===== config.mk =====
export PLATFORM = sky130hd
export DESIGN_NAME = cbbr_cfg_regs
export DESIGN_NICKNAME = d
export VERILOG_FILES = /design/src/cbbr_cfg_regs.v /design/src/cbbr_addr_decode.v /design/src/cbbr_err_route.v
export VERILOG_INCLUDE_DIRS = /design/src
export SDC_FILE = /design/constraint.sdc
export NUM_CORES = 1
export LEC_CHECK = 0
export ABC_AREA = 1
export BUFFER_PORTS_ARGS = -buffer_cell sky130_fd_sc_hd__buf_4
export CAP_MARGIN = 5
export CORE_ASPECT_RATIO = 1.25
export CORE_MARGIN = 4
export CORE_UTILIZATION = 54
export DETAILED_ROUTE_END_ITERATION = 16
export PLACE_DENSITY = 0.83
export SLEW_MARGIN = 0
export SYNTH_ARGS = -nofsm -noshare
export SYNTH_HDL_FRONTEND = slang
export SYNTH_SLANG_ARGS = --single-unit

===== constraint.sdc =====
create_clock -name core_clk -period 1.1 [get_ports core_clk]
set_input_delay 0.275 -clock core_clk [delete_from_list [all_inputs] [get_ports core_clk]]
set_output_delay 0.275 -clock core_clk [all_outputs]
set_load 0.02 [all_outputs]

===== src/cbbr_regs.vh =====
`ifndef CBBR_REGS_VH
`define CBBR_REGS_VH

// configuration byte offsets (dword aligned words hold several registers)
`define CBBR_OFF_INTLINE   8'h3c
`define CBBR_OFF_INTPIN    8'h3d
`define CBBR_OFF_BRCTL     8'h3e
`define CBBR_OFF_SUBVEN    8'h40
`define CBBR_OFF_SUBID     8'h42
`define CBBR_OFF_LEGBASE   8'h44

// reset values
`define CBBR_RST_INTLINE   8'hff
`define CBBR_RST_INTPIN    8'h01
`define CBBR_RST_BRCTL     16'h0340
`define CBBR_RST_SUBVEN    16'h0000
`define CBBR_RST_SUBID     16'h0000
`define CBBR_RST_LEGBASE   32'h0000_0001

// bridge control field positions
`define CBBR_BC_CPERR      0
`define CBBR_BC_CSERR      1
`define CBBR_BC_ISA        2
`define CBBR_BC_VGA        3
`define CBBR_BC_MABT       5
`define CBBR_BC_CARD_RST   6
`define CBBR_BC_IRQ_ROUTE  7
`define CBBR_BC_PF0        8
`define CBBR_BC_PF1        9
`define CBBR_BC_POST       10

// writable bits: 15..11 and 4 are reserved
`define CBBR_BRCTL_WMASK   16'h07ef
// legacy base: bit 0 is read-only
`define CBBR_LEG_WMASK     32'hffff_fffe

// interrupt signalling mode code with no pin reported
`define CBBR_MODE_NOPIN    2'b11

// isa range: 64 KB, last 768 bytes of every 1 KB block withheld
`define CBBR_ISA_TOP_HI    16'h0000

// vga ranges
`define CBBR_VGA_MEM_LO    32'h000a_0000
`define CBBR_VGA_MEM_HI    32'h000b_ffff
`define CBBR_VGA_IO_A_LO   10'h3b0
`define CBBR_VGA_IO_A_HI   10'h3bb
`define CBBR_VGA_IO_B_LO   10'h3c0
`define CBBR_VGA_IO_B_HI   10'h3df

`endif


===== src/cbbr_cfg_regs.v =====
// Functional notes
// - interrupt line at 3Ch: 8-bit read/write, resets to FFh
// - interrupt pin at 3Dh: read-only, default 01h, depends on signalling mode
// - bridge control at 3Eh resets 0340h; bits 15-11 read zero
// - bit 10 enables burst write posting both ways through the socket
// - bits 9 and 8 mark windows 1 and 0 prefetchable; both default 1
// - bit 7 routes card interrupts: 0 to PCI lines, 1 to legacy IRQ
// - bit 6 asserts card reset (default set); host reset also asserts it
// - bit 5: master aborts unreported, or target abort plus SERR if enabled
// - bit 4 reserved, read-only, reads zero
// - bit 3 set forwards accesses to VGA addresses
// - bit 2 set withholds upper 768 bytes of each 1K ISA I/O block
// - bit 1 forwards card system error to host SERR when set, if SERR enabled
// - bit 0: card parity errors ignored, or reported on CPERR when set
// - subsystem_maker_ident at 40h writable only with subsystem write enable
// - subsystem_board_ident at 42h writable only with subsystem write enable
// - legacy base at 44h decodes index port, next byte is data port
// - legacy base word aligned anywhere in 32-bit I/O; bit 0 reads 1
`timescale 1ns/100ps
`default_nettype none
`include "cbbr_regs.vh"

module cbbr_cfg_regs #(
  parameter [7:0] FUNC_PIN_VALUE = `CBBR_RST_INTPIN
) (
  input  wire        core_clk,
  input  wire        rst_n,
  // configuration cycle port
  input  wire        cfg_rd,
  input  wire        cfg_wr,
  input  wire [7:0]  cfg_addr,
  input  wire [3:0]  cfg_be,
  input  wire [31:0] cfg_wdata,
  output reg  [31:0] cfg_rdata_r,
  output reg         cfg_ack_r,
  // fields held by neighbouring registers
  input  wire        subsystem_write_enable,
  input  wire [1:0]  irq_signal_mode_sel,
  input  wire        pci_serr_enable,
  // host reset pin, active low
  input  wire        host_reset_input_n,
  // host cycles to classify
  input  wire        io_req,
  input  wire        mem_req,
  input  wire [31:0] req_addr,
  // card-side events
  input  wire        card_master_abort,
  input  wire        card_syserr,
  input  wire        card_parity_err,
  // control levels to the bridge core
  output wire        write_post_enable,
  output wire        window0_prefetchable,
  output wire        window1_prefetchable,
  output wire        func_irq_route_sel,
  output wire        master_abort_report_sel,
  output wire [7:0]  irq_line_route,
  output reg         card_reset_n_r,
  // decode results
  output wire        legacy_index_hit,
  output wire        legacy_data_hit,
  output wire        vga_forward_hit,
  output wire        isa_io_withhold,
  // error reports
  output wire        pci_target_abort,
  output wire        pci_serr_req,
  output wire        card_parity_report
);

  // stored state
  reg  [7:0]  intline_r;
  reg  [15:0] brctl_r;
  reg  [15:0] subven_r;
  reg  [15:0] subid_r;
  reg  [31:0] legbase_r;

  // per-lane byte enable expanded to a bit mask
  wire [31:0] lane_mask;

  // address decode of the dword being accessed
  wire [7:0]  dw_addr;
  wire        sel_3c;
  wire        sel_40;
  wire        sel_44;

  // read-side views
  wire [7:0]  intpin;
  wire [31:0] rd_3c;
  wire [31:0] rd_40;
  wire [31:0] rd_44;
  reg  [31:0] rdata_nxt;

  // write-side next values
  wire [31:0] wr_3c;
  wire [31:0] wr_40;
  wire [31:0] wr_44;
  wire [31:0] mask_3c;
  wire [31:0] mask_40;

  genvar i;

  // one byte enable covers eight data bits
  generate
    for (i = 0; i < 4; i = i + 1) begin : g_lane
      assign lane_mask[8*i+7:8*i] = {8{cfg_be[i]}};
    end
  endgenerate

  assign dw_addr = {cfg_addr[7:2], 2'b00};
  assign sel_3c  = (dw_addr == `CBBR_OFF_INTLINE);
  assign sel_40  = (dw_addr == `CBBR_OFF_SUBVEN);
  assign sel_44  = (dw_addr == `CBBR_OFF_LEGBASE);

  // pin report follows the signalling mode; one code reports no pin
  assign intpin = (irq_signal_mode_sel == `CBBR_MODE_NOPIN) ? 8'h00 : FUNC_PIN_VALUE;

  // reserved bridge control bits are never stored, so they read zero
  assign rd_3c = {brctl_r & `CBBR_BRCTL_WMASK, intpin, intline_r};
  assign rd_40 = {subid_r, subven_r};
  assign rd_44 = {legbase_r[31:1], 1'b1};

  // writable mask per dword: the pin byte is read-only
  assign mask_3c = lane_mask & {`CBBR_BRCTL_WMASK, 8'h00, 8'hff};
  // subsystem ids only accept data while the enable is set
  assign mask_40 = subsystem_write_enable ? lane_mask : 32'h0000_0000;

  // merge new data into the stored value under the writable mask
  assign wr_3c = ({brctl_r, 8'h00, intline_r} & ~mask_3c) | (cfg_wdata & mask_3c);
  assign wr_40 = ({subid_r, subven_r} & ~mask_40) | (cfg_wdata & mask_40);
  assign wr_44 = (legbase_r & ~(lane_mask & `CBBR_LEG_WMASK)) |
                 (cfg_wdata & lane_mask & `CBBR_LEG_WMASK);

  // read multiplexer; unmapped dwords read as zero
  always @* begin
    rdata_nxt = 32'h0000_0000;
    if (sel_3c) begin
      rdata_nxt = rd_3c;
    end else if (sel_40) begin
      rdata_nxt = rd_40;
    end else if (sel_44) begin
      rdata_nxt = rd_44;
    end
  end

  // interrupt line and bridge control share the 3Ch dword
  always @(posedge core_clk or negedge rst_n) begin
    if (!rst_n) begin
      intline_r <= `CBBR_RST_INTLINE;
      brctl_r   <= `CBBR_RST_BRCTL;
    end else if (cfg_wr && sel_3c) begin
      intline_r <= wr_3c[7:0];
      brctl_r   <= wr_3c[31:16];
    end
  end

  // subsystem identification, writable only while enabled
  always @(posedge core_clk or negedge rst_n) begin
    if (!rst_n) begin
      subven_r <= `CBBR_RST_SUBVEN;
      subid_r  <= `CBBR_RST_SUBID;
    end else if (cfg_wr && sel_40) begin
      subven_r <= wr_40[15:0];
      subid_r  <= wr_40[31:16];
    end
  end

  // legacy index/data port base; bit 0 stays at its reset value
  always @(posedge core_clk or negedge rst_n) begin
    if (!rst_n) begin
      legbase_r <= `CBBR_RST_LEGBASE;
    end else if (cfg_wr && sel_44) begin
      legbase_r <= wr_44;
    end
  end

  // answer every configuration cycle one clock later, mapped or not
  always @(posedge core_clk or negedge rst_n) begin
    if (!rst_n) begin
      cfg_ack_r   <= 1'b0;
      cfg_rdata_r <= 32'h0000_0000;
    end else begin
      cfg_ack_r <= cfg_rd | cfg_wr;
      if (cfg_rd) begin
        cfg_rdata_r <= rdata_nxt;
      end
    end
  end

  // card reset pin: asserted under reset, by the control bit, or by host reset
  // registered so a glitch on the host pin between clock edges cannot reach the card
  always @(posedge core_clk or negedge rst_n) begin
    if (!rst_n) begin
      card_reset_n_r <= 1'b0;
    end else begin
      card_reset_n_r <= ~(brctl_r[`CBBR_BC_CARD_RST] | ~host_reset_input_n);
    end
  end

  // control levels straight from the stored bits
  assign write_post_enable       = brctl_r[`CBBR_BC_POST];
  assign window1_prefetchable    = brctl_r[`CBBR_BC_PF1];
  assign window0_prefetchable    = brctl_r[`CBBR_BC_PF0];
  assign func_irq_route_sel      = brctl_r[`CBBR_BC_IRQ_ROUTE];
  assign master_abort_report_sel = brctl_r[`CBBR_BC_MABT];
  assign irq_line_route          = intline_r;

  // address classification for forwarding decisions
  cbbr_addr_decode u_decode (
    .core_clk             (core_clk),
    .rst_n                (rst_n),
    .io_req               (io_req),
    .mem_req              (mem_req),
    .req_addr             (req_addr),
    .legacy_base          (legbase_r),
    .vga_forward_enable   (brctl_r[`CBBR_BC_VGA]),
    .isa_io_filter_enable (brctl_r[`CBBR_BC_ISA]),
    .legacy_index_hit_r   (legacy_index_hit),
    .legacy_data_hit_r    (legacy_data_hit),
    .vga_forward_hit_r    (vga_forward_hit),
    .isa_io_withhold_r    (isa_io_withhold)
  );

  // error and abort reporting toward the host
  cbbr_err_route u_err (
    .core_clk                    (core_clk),
    .rst_n                       (rst_n),
    .card_master_abort           (card_master_abort),
    .card_syserr                 (card_syserr),
    .card_parity_err             (card_parity_err),
    .pci_serr_enable             (pci_serr_enable),
    .master_abort_report_sel     (brctl_r[`CBBR_BC_MABT]),
    .card_syserr_forward_enable  (brctl_r[`CBBR_BC_CSERR]),
    .card_parity_response_enable (brctl_r[`CBBR_BC_CPERR]),
    .pci_target_abort_r          (pci_target_abort),
    .pci_serr_req_r              (pci_serr_req),
    .card_parity_report_r        (card_parity_report)
  );

endmodule
`default_nettype wire


===== src/cbbr_addr_decode.v =====
`timescale 1ns/100ps
`default_nettype none
`include "cbbr_regs.vh"

// classifies host i/o and memory cycles against the vga, isa and legacy ports
module cbbr_addr_decode (
  input  wire        core_clk,
  input  wire        rst_n,
  input  wire        io_req,
  input  wire        mem_req,
  input  wire [31:0] req_addr,
  input  wire [31:0] legacy_base,
  input  wire        vga_forward_enable,
  input  wire        isa_io_filter_enable,
  output reg         legacy_index_hit_r,
  output reg         legacy_data_hit_r,
  output reg         vga_forward_hit_r,
  output reg         isa_io_withhold_r
);

  wire [31:0] idx_addr;
  wire        vga_mem;
  wire        vga_io;
  wire        isa_top;

  // index port on the even byte, data port on the next byte
  assign idx_addr = {legacy_base[31:1], 1'b0};
  assign vga_mem  = (req_addr >= `CBBR_VGA_MEM_LO) && (req_addr <= `CBBR_VGA_MEM_HI);
  assign vga_io   = (req_addr[31:10] == 22'h00_0000) &&
                    (((req_addr[9:0] >= `CBBR_VGA_IO_A_LO) && (req_addr[9:0] <= `CBBR_VGA_IO_A_HI)) ||
                     ((req_addr[9:0] >= `CBBR_VGA_IO_B_LO) && (req_addr[9:0] <= `CBBR_VGA_IO_B_HI)));
  // upper 768 bytes of a 1 KB block have address bits 9..8 non-zero
  assign isa_top  = (req_addr[31:16] == `CBBR_ISA_TOP_HI) && (req_addr[9:8] != 2'b00);

  // registered so the outputs stay glitch free for the forwarding logic
  always @(posedge core_clk or negedge rst_n) begin
    if (!rst_n) begin
      legacy_index_hit_r <= 1'b0;
      legacy_data_hit_r  <= 1'b0;
      vga_forward_hit_r  <= 1'b0;
      isa_io_withhold_r  <= 1'b0;
    end else begin
      legacy_index_hit_r <= io_req && (req_addr == idx_addr);
      legacy_data_hit_r  <= io_req && (req_addr == (idx_addr + 32'h0000_0001));
      vga_forward_hit_r  <= vga_forward_enable &&
                            ((mem_req && vga_mem) || (io_req && vga_io));
      isa_io_withhold_r  <= isa_io_filter_enable && io_req && isa_top;
    end
  end

endmodule
`default_nettype wire


===== src/cbbr_err_route.v =====
`timescale 1ns/100ps
`default_nettype none

// turns card-side error events into host-side reports per the control bits
module cbbr_err_route (
  input  wire core_clk,
  input  wire rst_n,
  input  wire card_master_abort,
  input  wire card_syserr,
  input  wire card_parity_err,
  input  wire pci_serr_enable,
  input  wire master_abort_report_sel,
  input  wire card_syserr_forward_enable,
  input  wire card_parity_response_enable,
  output reg  pci_target_abort_r,
  output reg  pci_serr_req_r,
  output reg  card_parity_report_r
);

  wire abort_rep;

  // a card master abort is silent unless reporting is selected
  assign abort_rep = card_master_abort && master_abort_report_sel;

  // report flags follow the events, one clock behind them
  always @(posedge core_clk or negedge rst_n) begin
    if (!rst_n) begin
      pci_target_abort_r   <= 1'b0;
      pci_serr_req_r       <= 1'b0;
      card_parity_report_r <= 1'b0;
    end else begin
      pci_target_abort_r   <= abort_rep;
      pci_serr_req_r       <= pci_serr_enable &&
                              (abort_rep || (card_syserr && card_syserr_forward_enable));
      card_parity_report_r <= card_parity_err && card_parity_response_enable;
    end
  end

endmodule
`default_nettype wire


* Word level (Yosys, flattened, before mapping) *
Index checks and enable logic that the tools add are counted.

word-level totals
  register bits = 129
  bits of input ports = 90
  output and inout port bits = 54
  logic and storage cells = 74

cells by class
  add/sub/neg operators = 1
  $lt $le $gt $ge = 6
  eq/ne operators = 6
  mux-type cells = 5
  bitwise operators = 16
  reduce and logical (&&, ||, !) cells = 25

operators with widths
  cell                                                                                 number
  32-bit bitwise AND                                                                   5
  32-bit two-way mux                                                                   4
  32-bit OR                                                                            3
  32-bit == test                                                                       2
  32-bit inverter                                                                      2
  32-bit by 1-bit adder with 32-bit output (second input constant)                     1
  32-bit by 27-bit bitwise AND with 32-bit output                                      1
  32-bit by 20-bit >= comparator with 1-bit output (second input constant)             1
  32-bit by 20-bit less-or-equal comparator with 1-bit output (second input constant)  1
  27-bit inverter with 32-bit output                                                   1
  22-bit zero test                                                                     1
  10-bit >= comparator (second input constant)                                         2
  10-bit less-or-equal comparator (second input constant)                              2
  1-bit logical AND                                                                    19
  16-bit zero test                                                                     1
  6-bit by 5-bit == test with 1-bit output (second input constant)                     2
  6-bit by 4-bit == test with 1-bit output (second input constant)                     1
  1-bit logical OR                                                                     3
  2-bit == test (second input constant)                                                1
  1-bit inverter                                                                       2
  1-bit OR                                                                             2
  2-bit nonzero test                                                                   1
  1-bit two-way mux                                                                    1

* Longest topological paths before layout *
Gate-level depths: netlist of the first run.

  depth after elaboration = 7
  gate-level depth with buffers = 10
  depth with buffers taken out = 9

* Modules after synthesis *
Synthesis of the first run repeated with hierarchy kept, for this count alone.

unflattened totals
  cells, all modules = 877
  area, all modules = 6266.0 um^2

modules (own cells, without submodules)
  module            times used  cells each  area each (um^2)
  cbbr_cfg_regs     1           685         5300.1
  cbbr_addr_decode  1           182         859.6
  cbbr_err_route    1           10          106.4

* Worst setup path before layout of the first run *
OpenSTA, ideal clock, no wires.

  path type = input port to flip-flop
  from = input port cfg_addr[7]
  to = register (tool-made name)
  setup time = 0.118 ns
  arrival time = 1.155 ns
  data required time = 0.982 ns
  path slack = -0.173 ns
  cell stages on the path = 9
  path buffers = 1
  cell sequence = inv_1 nand2_2 nor2_8 nand2_2 nor2_8 nand2_4 buf_6 nand2_1 o21ai_2

RTL lines
  item             RTL line            source
  start, declared  cbbr_cfg_regs.v:31  input wire [7:0] cfg_addr,

==> results.tsv, run 1 <==
metric	value	unit
outcome	complete, but fails checks	
violated checks	negative setup slack	
GPL Wtd Cong	0.925	
P&R area growth vs syn	47.3	%
CP Launch Type	flip-flop	
Total Wirelength	20600	um
Area contributors post-synth	dfrtp_1 (45%), nand2_1 (19%), inv_1 (6.3%)	
Hold WC Path Type	primary input to flip-flop	
cell taking the most area after synthesis	dfrtp_1	
DIE AREA	13400	um^2
wire per inst	17.3	um
Post-DP Area	7820	um^2
GRT Max-Usage Layer	met2	
most numerous cell in the Yosys netlist	nand2_1	
worst path cell trace	buf_6	
CP Buf/Inv Count	1	
Leak	4.93	nW
IO Count	144	
met3 Use GR	5.69	%
largest net degree at the start of global routing	30	
logic gate share of total power	14.9	%
Die Span X	104	um
critical setup path kind	flip-flop to output pin	
met2 usage	53.0	%
slowest CP cell	dfstp_2	
final worst slack	-248	ps
crit-path leading delay family	flip-flops	
post-route ant nets	0	
Worst-path clk slew	60	ps
P_sw	3.13	mW
met1 usage	33.4	%
Net Count, Synth	903	
Vias	6460	
Worst Setup End Kind	output pin	
slew at the pin closest to its max-slew limit	447	ps
Rows	43	
clock skew	6.29	ps
TritonCTS buffer count	17	
Yosys cell types	31	
Max Slew Vio Count	0	
syn_area_per_cell	7.68	um^2
cells after synthesis	813	
CP required	820	ps
flops & latches, synth	122	
Power Density	1340	nW/um^2
vias in the first global route	6408	
sw frac	25.5	%
DP Worst Slack	-426	ps
Cell Area, Synth	6240	um^2
worst path arrival time	1070	ps
sequential fraction of design power	40.2	%
dominant synthesized flop cell	dfrtp_1	
final hold viol count	0	
Overflow after GRT	0	
Slew HR	69.9	%
crit share post-route	123	%
Setup TNS	-7530	ps
post-synthesis sequential area ratio	49.1	%
ant diodes	0	
routed vias/inst	5.43	
Pre-antenna DRT Iters	5	
CP max stage delay	540	ps
drt initial violations	478	
global-route wire length before repair	30700	um
H-tree depth	4	
Clock Latency Late Sink	410	ps
detailed placer's ending HPWL	12700	um
Setup violations, final	62	
Period minus WS final	1350	ps
DR DRC count	0	
fmax	742	MHz
Fillers	655	
ys async rst share	100	%
register area	3070	um^2
PortBufs	141	
Maximum Capacitance Violations	0	
Post-synth top cells	nand2_1 (318), dfrtp_1 (111), inv_1 (104)	
YS warnings	0	
cell internal pwr	9.16	mW
VDD IR-drop max	1.01	mV
Crit Path Max Fanout	3	
final std cells w/o fill	1189	
Root Driver	clkbuf_16	
RSZ-0062 raised after global routing	true	
Yosys top cell area share	44.5	%
clock network fraction of total power	44.9	%
initial antenna violation count	0	
EDFF count, synth	0	
post-route cell area	9190	um^2
Max clock buf depth	2	
Die Ht	128	um
core area	11200	um^2
placed insts	1107	
GRT Overall Usage	29.1	%
Starting Density	55.8	%
CTS tree	done	
clock sinks	122	
total power	12.3	mW
area of the multi-input gates	2850	um^2
layout cells sized above 1	35.4	%
final net count	1131	
final timing paths:
kind / slack [ps] / startpoint / endpoint / cells past startpoint
max reg2reg: -80 / flip-flop / u_decode.legacy_data_hit_r$_DFF_PN0_ / 8
min reg2reg: 480 / flip-flop / flip-flop / 2
min in group asynchronous: 330 / rst_n / u_err.pci_target_abort_r$_DFF_PN0_ / 2
max in group asynchronous: 250 / rst_n / async pin / 3
max: -250 / flip-flop / irq_line_route[1] / 1
min: 50 / card_parity_err / u_err.card_parity_report_r$_DFF_PN0_ / 3
power groups by stage:
stage	Clock, mW	Combinational [mW]	Sequential [mW]
global route	5.74	2.00	4.96
detailed placement	0	1.55	4.99
finish	5.52	1.84	4.94
floorplan	0	0.644	5.05
global placement	0	1.52	4.99
CTS	5.50	1.71	4.93
stage by stage:
step           util, %  hold slack, ps
6_report          82.1            47.6
5_1_grt           82.1            73.1
4_1_cts           79.0            43.8
3_5_place_dp      69.9             216
3_3_place_gp      69.9             208
2_1_floorplan        -           -20.6
cell usage in the layout, fill, tap and decap left out, types with 3 or more instances in the layout:
cell,synthesis,layout
inv_2,3,4
o21ai_0,16,13
clkinv_2,0,3
nand2_4,5,6
nor2_1,44,36
clkbuf_16,0,17
o21ai_1,38,40
nand2_1,318,305
dfrtp_1,111,111
clkbuf_1,9,4
nor2_2,1,8
inv_1,104,100
nand3_4,0,5
o21bai_1,4,4
buf_12,0,7
dfstp_2,11,11
nand3_1,62,58
nand2_2,7,13
clkbuf_8,0,4
or2_2,5,3
o21ai_2,40,41
xor2_1,3,3
buf_6,7,59
buf_4,1,167
nand2_8,0,6
area by class of cell:
class	instances	area share, %
multi-input combinational	558	31.0
clock buffer	25	5.39
timing repair buffer	235	22.7
sequential	122	33.4
tap	135	1.84
inverter	107	4.74
clock inverter	7	0.980
kinds of logic (layout without fill, tap and decap cells):
kind of cell / after synthesis / after routing / share of synthesized area, %
AO/OA/AOI/OAI: 101 / 101 / 10.7
XOR/XNOR: 4 / 4 / 0.561
buffers and inverters: 135 / 374 / 9.16
flip-flops: 122 / 122 / 49.1
AND/OR/NAND/NOR: 451 / 453 / 30.4
timing repair:
action / CTS / global route
endpoints found under the setup margin: 63 / 111
resized for setup: 65 / 36
hold buffers: 1 / 0
hold endpoints to repair: 9 / 0
setup buffers: 24 / 23
cloned: 0 / 2
pin swaps: 8 / 14
layer usage:
layer  vias up  part of all wire [%]
li1       2979                     -
met1      2998                    35
met2       374                    52
met3       109                   7.4
met4         0                   5.2
met5         -                     0
Note: power is estimated with default switching activity, not from simulation.
==> run 2: changes to the inputs <==
- GPL_TIMING_DRIVEN: not set -> 0
==> run 2 against run 1 <==
  * The run still ends with negative setup slack left
  * Core utilization increased by 1.9 points
  * Count of clock-buffer cells in the layout decreased by 4
  * Highest routed layer unchanged
  * Sequential share of layout area decreased by 0.76 points
  * Combinational power decreased by 4%
  * Global-route usage increased by 1.6 points
==> results.tsv, run 2 (same netlist as run 1, synthesis figures left out) <==
metric	value	unit	change
outcome	complete, but fails checks		
violated checks	negative setup slack		
final core occ	84.1	%	+1.9 points
worst path arrival time	1120	ps	+50 ps
DIE AREA	13400	um^2	unchanged
TritonCTS buffer count	17		unchanged
post-route cell area	9410	um^2	+2.3%
core area	11200	um^2	unchanged
final worst slack	-297	ps	-48.8 ps
final net count	1126		-0.44%
commonest non-fill, non-tap cell in the layout	nand2_1		
Power Density	1390	nW/um^2	+3.6%
clock skew	6.11	ps	-0.186 ps
r2r endpoint	u_decode.legacy_data_hit_r$_DFF_PN0_		
Overflow after GRT	0		unchanged
routed vias/inst	5.55		+2.2%
Hold WC Path Type	primary input to flip-flop		
GRT Max-Usage Layer	met2		
H-tree depth	4		unchanged
initial antenna violation count	0		unchanged
IO Count	144		unchanged
Worst-path clk slew	60	ps	about the same
GPL Wtd Cong	0.926		+0.13%
drt initial violations	596		+25%
start point of the worst hold path	card_parity_err		
crit share post-route	127	%	+4.4 points
Max Slew Vio Count	0		unchanged
DP Worst Slack	-538	ps	-111 ps
Slew HR	56.7	%	-13 points
global-route wire length before repair	32100	um	+4.5%
Starting Density	55.8	%	unchanged
fmax	716	MHz	-3.5%
crit-path leading delay family	flip-flops		
worst path cell trace	buf_6		
FF-to-FF path depth	8		unchanged
Die Span X	104	um	unchanged
clock sinks	122		unchanged
Critical Path Stages	1		unchanged
Rows	43		unchanged
Crit Path Max Fanout	3		unchanged
largest net degree at the start of global routing	94		+210%
Pre-antenna DRT Iters	5		unchanged
Total Wirelength	22100	um	+7.3%
layout cells sized above 1	34.9	%	-0.50 points
GRT Overall Usage	30.7	%	+1.6 points
met3 Use GR	6.50	%	+0.81 points
PortBufs	141		unchanged
ant diodes	0		unchanged
FF-to-FF setup slack	-210	ps	-130 ps
commonest cells after routing, fill and taps aside	nand2_1 (306), buf_4 (136), dfrtp_1 (111)		
met2 usage	54.0	%	+1.0 points
RSZ-0062 raised after global routing	true		
CP required	820	ps	about the same
final hold viol count	0		unchanged
Worst Hold End	u_err.card_parity_report_r$_DFF_PN0_		
Leak	5.02	nW	+1.9%
CTS tree	done		
Hold WS	41.5	ps	-6.16 ps
Min-Delay Path Depth	3		unchanged
slew at the pin closest to its max-slew limit	650	ps	+203 ps
Period minus WS final	1400	ps	+48.8 ps
Die Ht	128	um	unchanged
met1 usage	35.2	%	+1.8 points
CP Launch Type	flip-flop		
vias in the first global route	6493		+1.3%
Maximum Capacitance Violations	0		unchanged
Root Driver	clkbuf_16		
detailed placer's ending HPWL	12900	um	+1.4%
Max clock buf depth	2		unchanged
VDD IR-drop max	1.62	mV	+60%
P&R area growth vs syn	50.7	%	
Post-DP Area	7660	um^2	-2.0%
Clock Latency Late Sink	420	ps	about the same
Vias	6572		+1.7%
slowest CP cell	dfstp_2		
total power	13.0	mW	+6.0%
wire per inst	18.6	um	+7.8%
Worst Setup End Kind	output pin		
CP max stage delay	570	ps	+30 ps
Fillers	585		-11%
post-route ant nets	0		unchanged
critical setup path kind	flip-flop to output pin		
Setup violations, final	91		+47%
CP Buf/Inv Count	1		unchanged
DR DRC count	0		unchanged
[run 2: changes by cell type in the layout (fill, tap and decap cells not counted), sizes merged]
cell / delta
buf: -13
bufinv: +3
clkbuf: +6
clkinv: -1
inv: +2
nand3: -2
[run 2: stage by stage]
| step | setup TNS (ps) | instances |
|---|---|---|
| after CTS | -7590 | 1165 |
| after floorplan | -5660 | 813 |
| final | -9120 | 1184 |
| after global routing | -11870 | 1184 |
| after global placement | -111560 | 1089 |
| after detailed placement | -47510 | 1090 |
[run 2: worst min-delay path: cells and delay by family]
family	cells	cell delay, ps
buffers and inverters	2	120
and+or+nand+nor	1	40
[run 2: where the power goes]
part / total [mW] / internal [mW] / switching, mW / leakage (nW)
registers: 4.96 / 4.75 / 0.210 / 1.63
clock network: 6.30 / 4.25 / 2.05 / 0.325
logic: 1.77 / 0.784 / 0.987 / 3.07
[run 2: per-layer routing]
metal  wire [um]  vias up
li1            -     2971
met1        7760     3065
met2       11200      426
met3        1840      110
met4        1250        0
met5           0        -
[run 2: worst max-delay path by stage]
stage                startpoint                                    end  slack [ps]
global placement          rst_n  u_decode.legacy_index_hit_r$_DFF_PN0_        -580
CTS                   flip-flop                      irq_line_route[3]        -250
finish                flip-flop                      irq_line_route[1]        -300
detailed placement  cfg_addr[5]                              flip-flop        -540
floorplan           cfg_addr[5]                              flip-flop        -120
global route          flip-flop                      irq_line_route[1]        -310
[run 2: timing repair]
action / 4_1_cts / 5_1_grt
buffers inserted: 41 / 18
setup endpoints to repair: 100 / 225
gates cloned: 3 / 2
hold endpoints to repair: 27 / 0
gates resized for setup: 92 / 38
pin swaps: 20 / 12
hold buffers: 1 / 0
[run 2: area by class of cell]
type,instances,area (um^2),area share (%)
repair buffers,207,1960,20.8
clock inverters,11,189,2.01
multi-input cells,556,2860,30.4
flip-flops and latches,122,3070,32.6
clock buffers,21,480,5.11
inverters,107,435,4.63
plain buffers,25,250,2.66
well taps,135,169,1.80
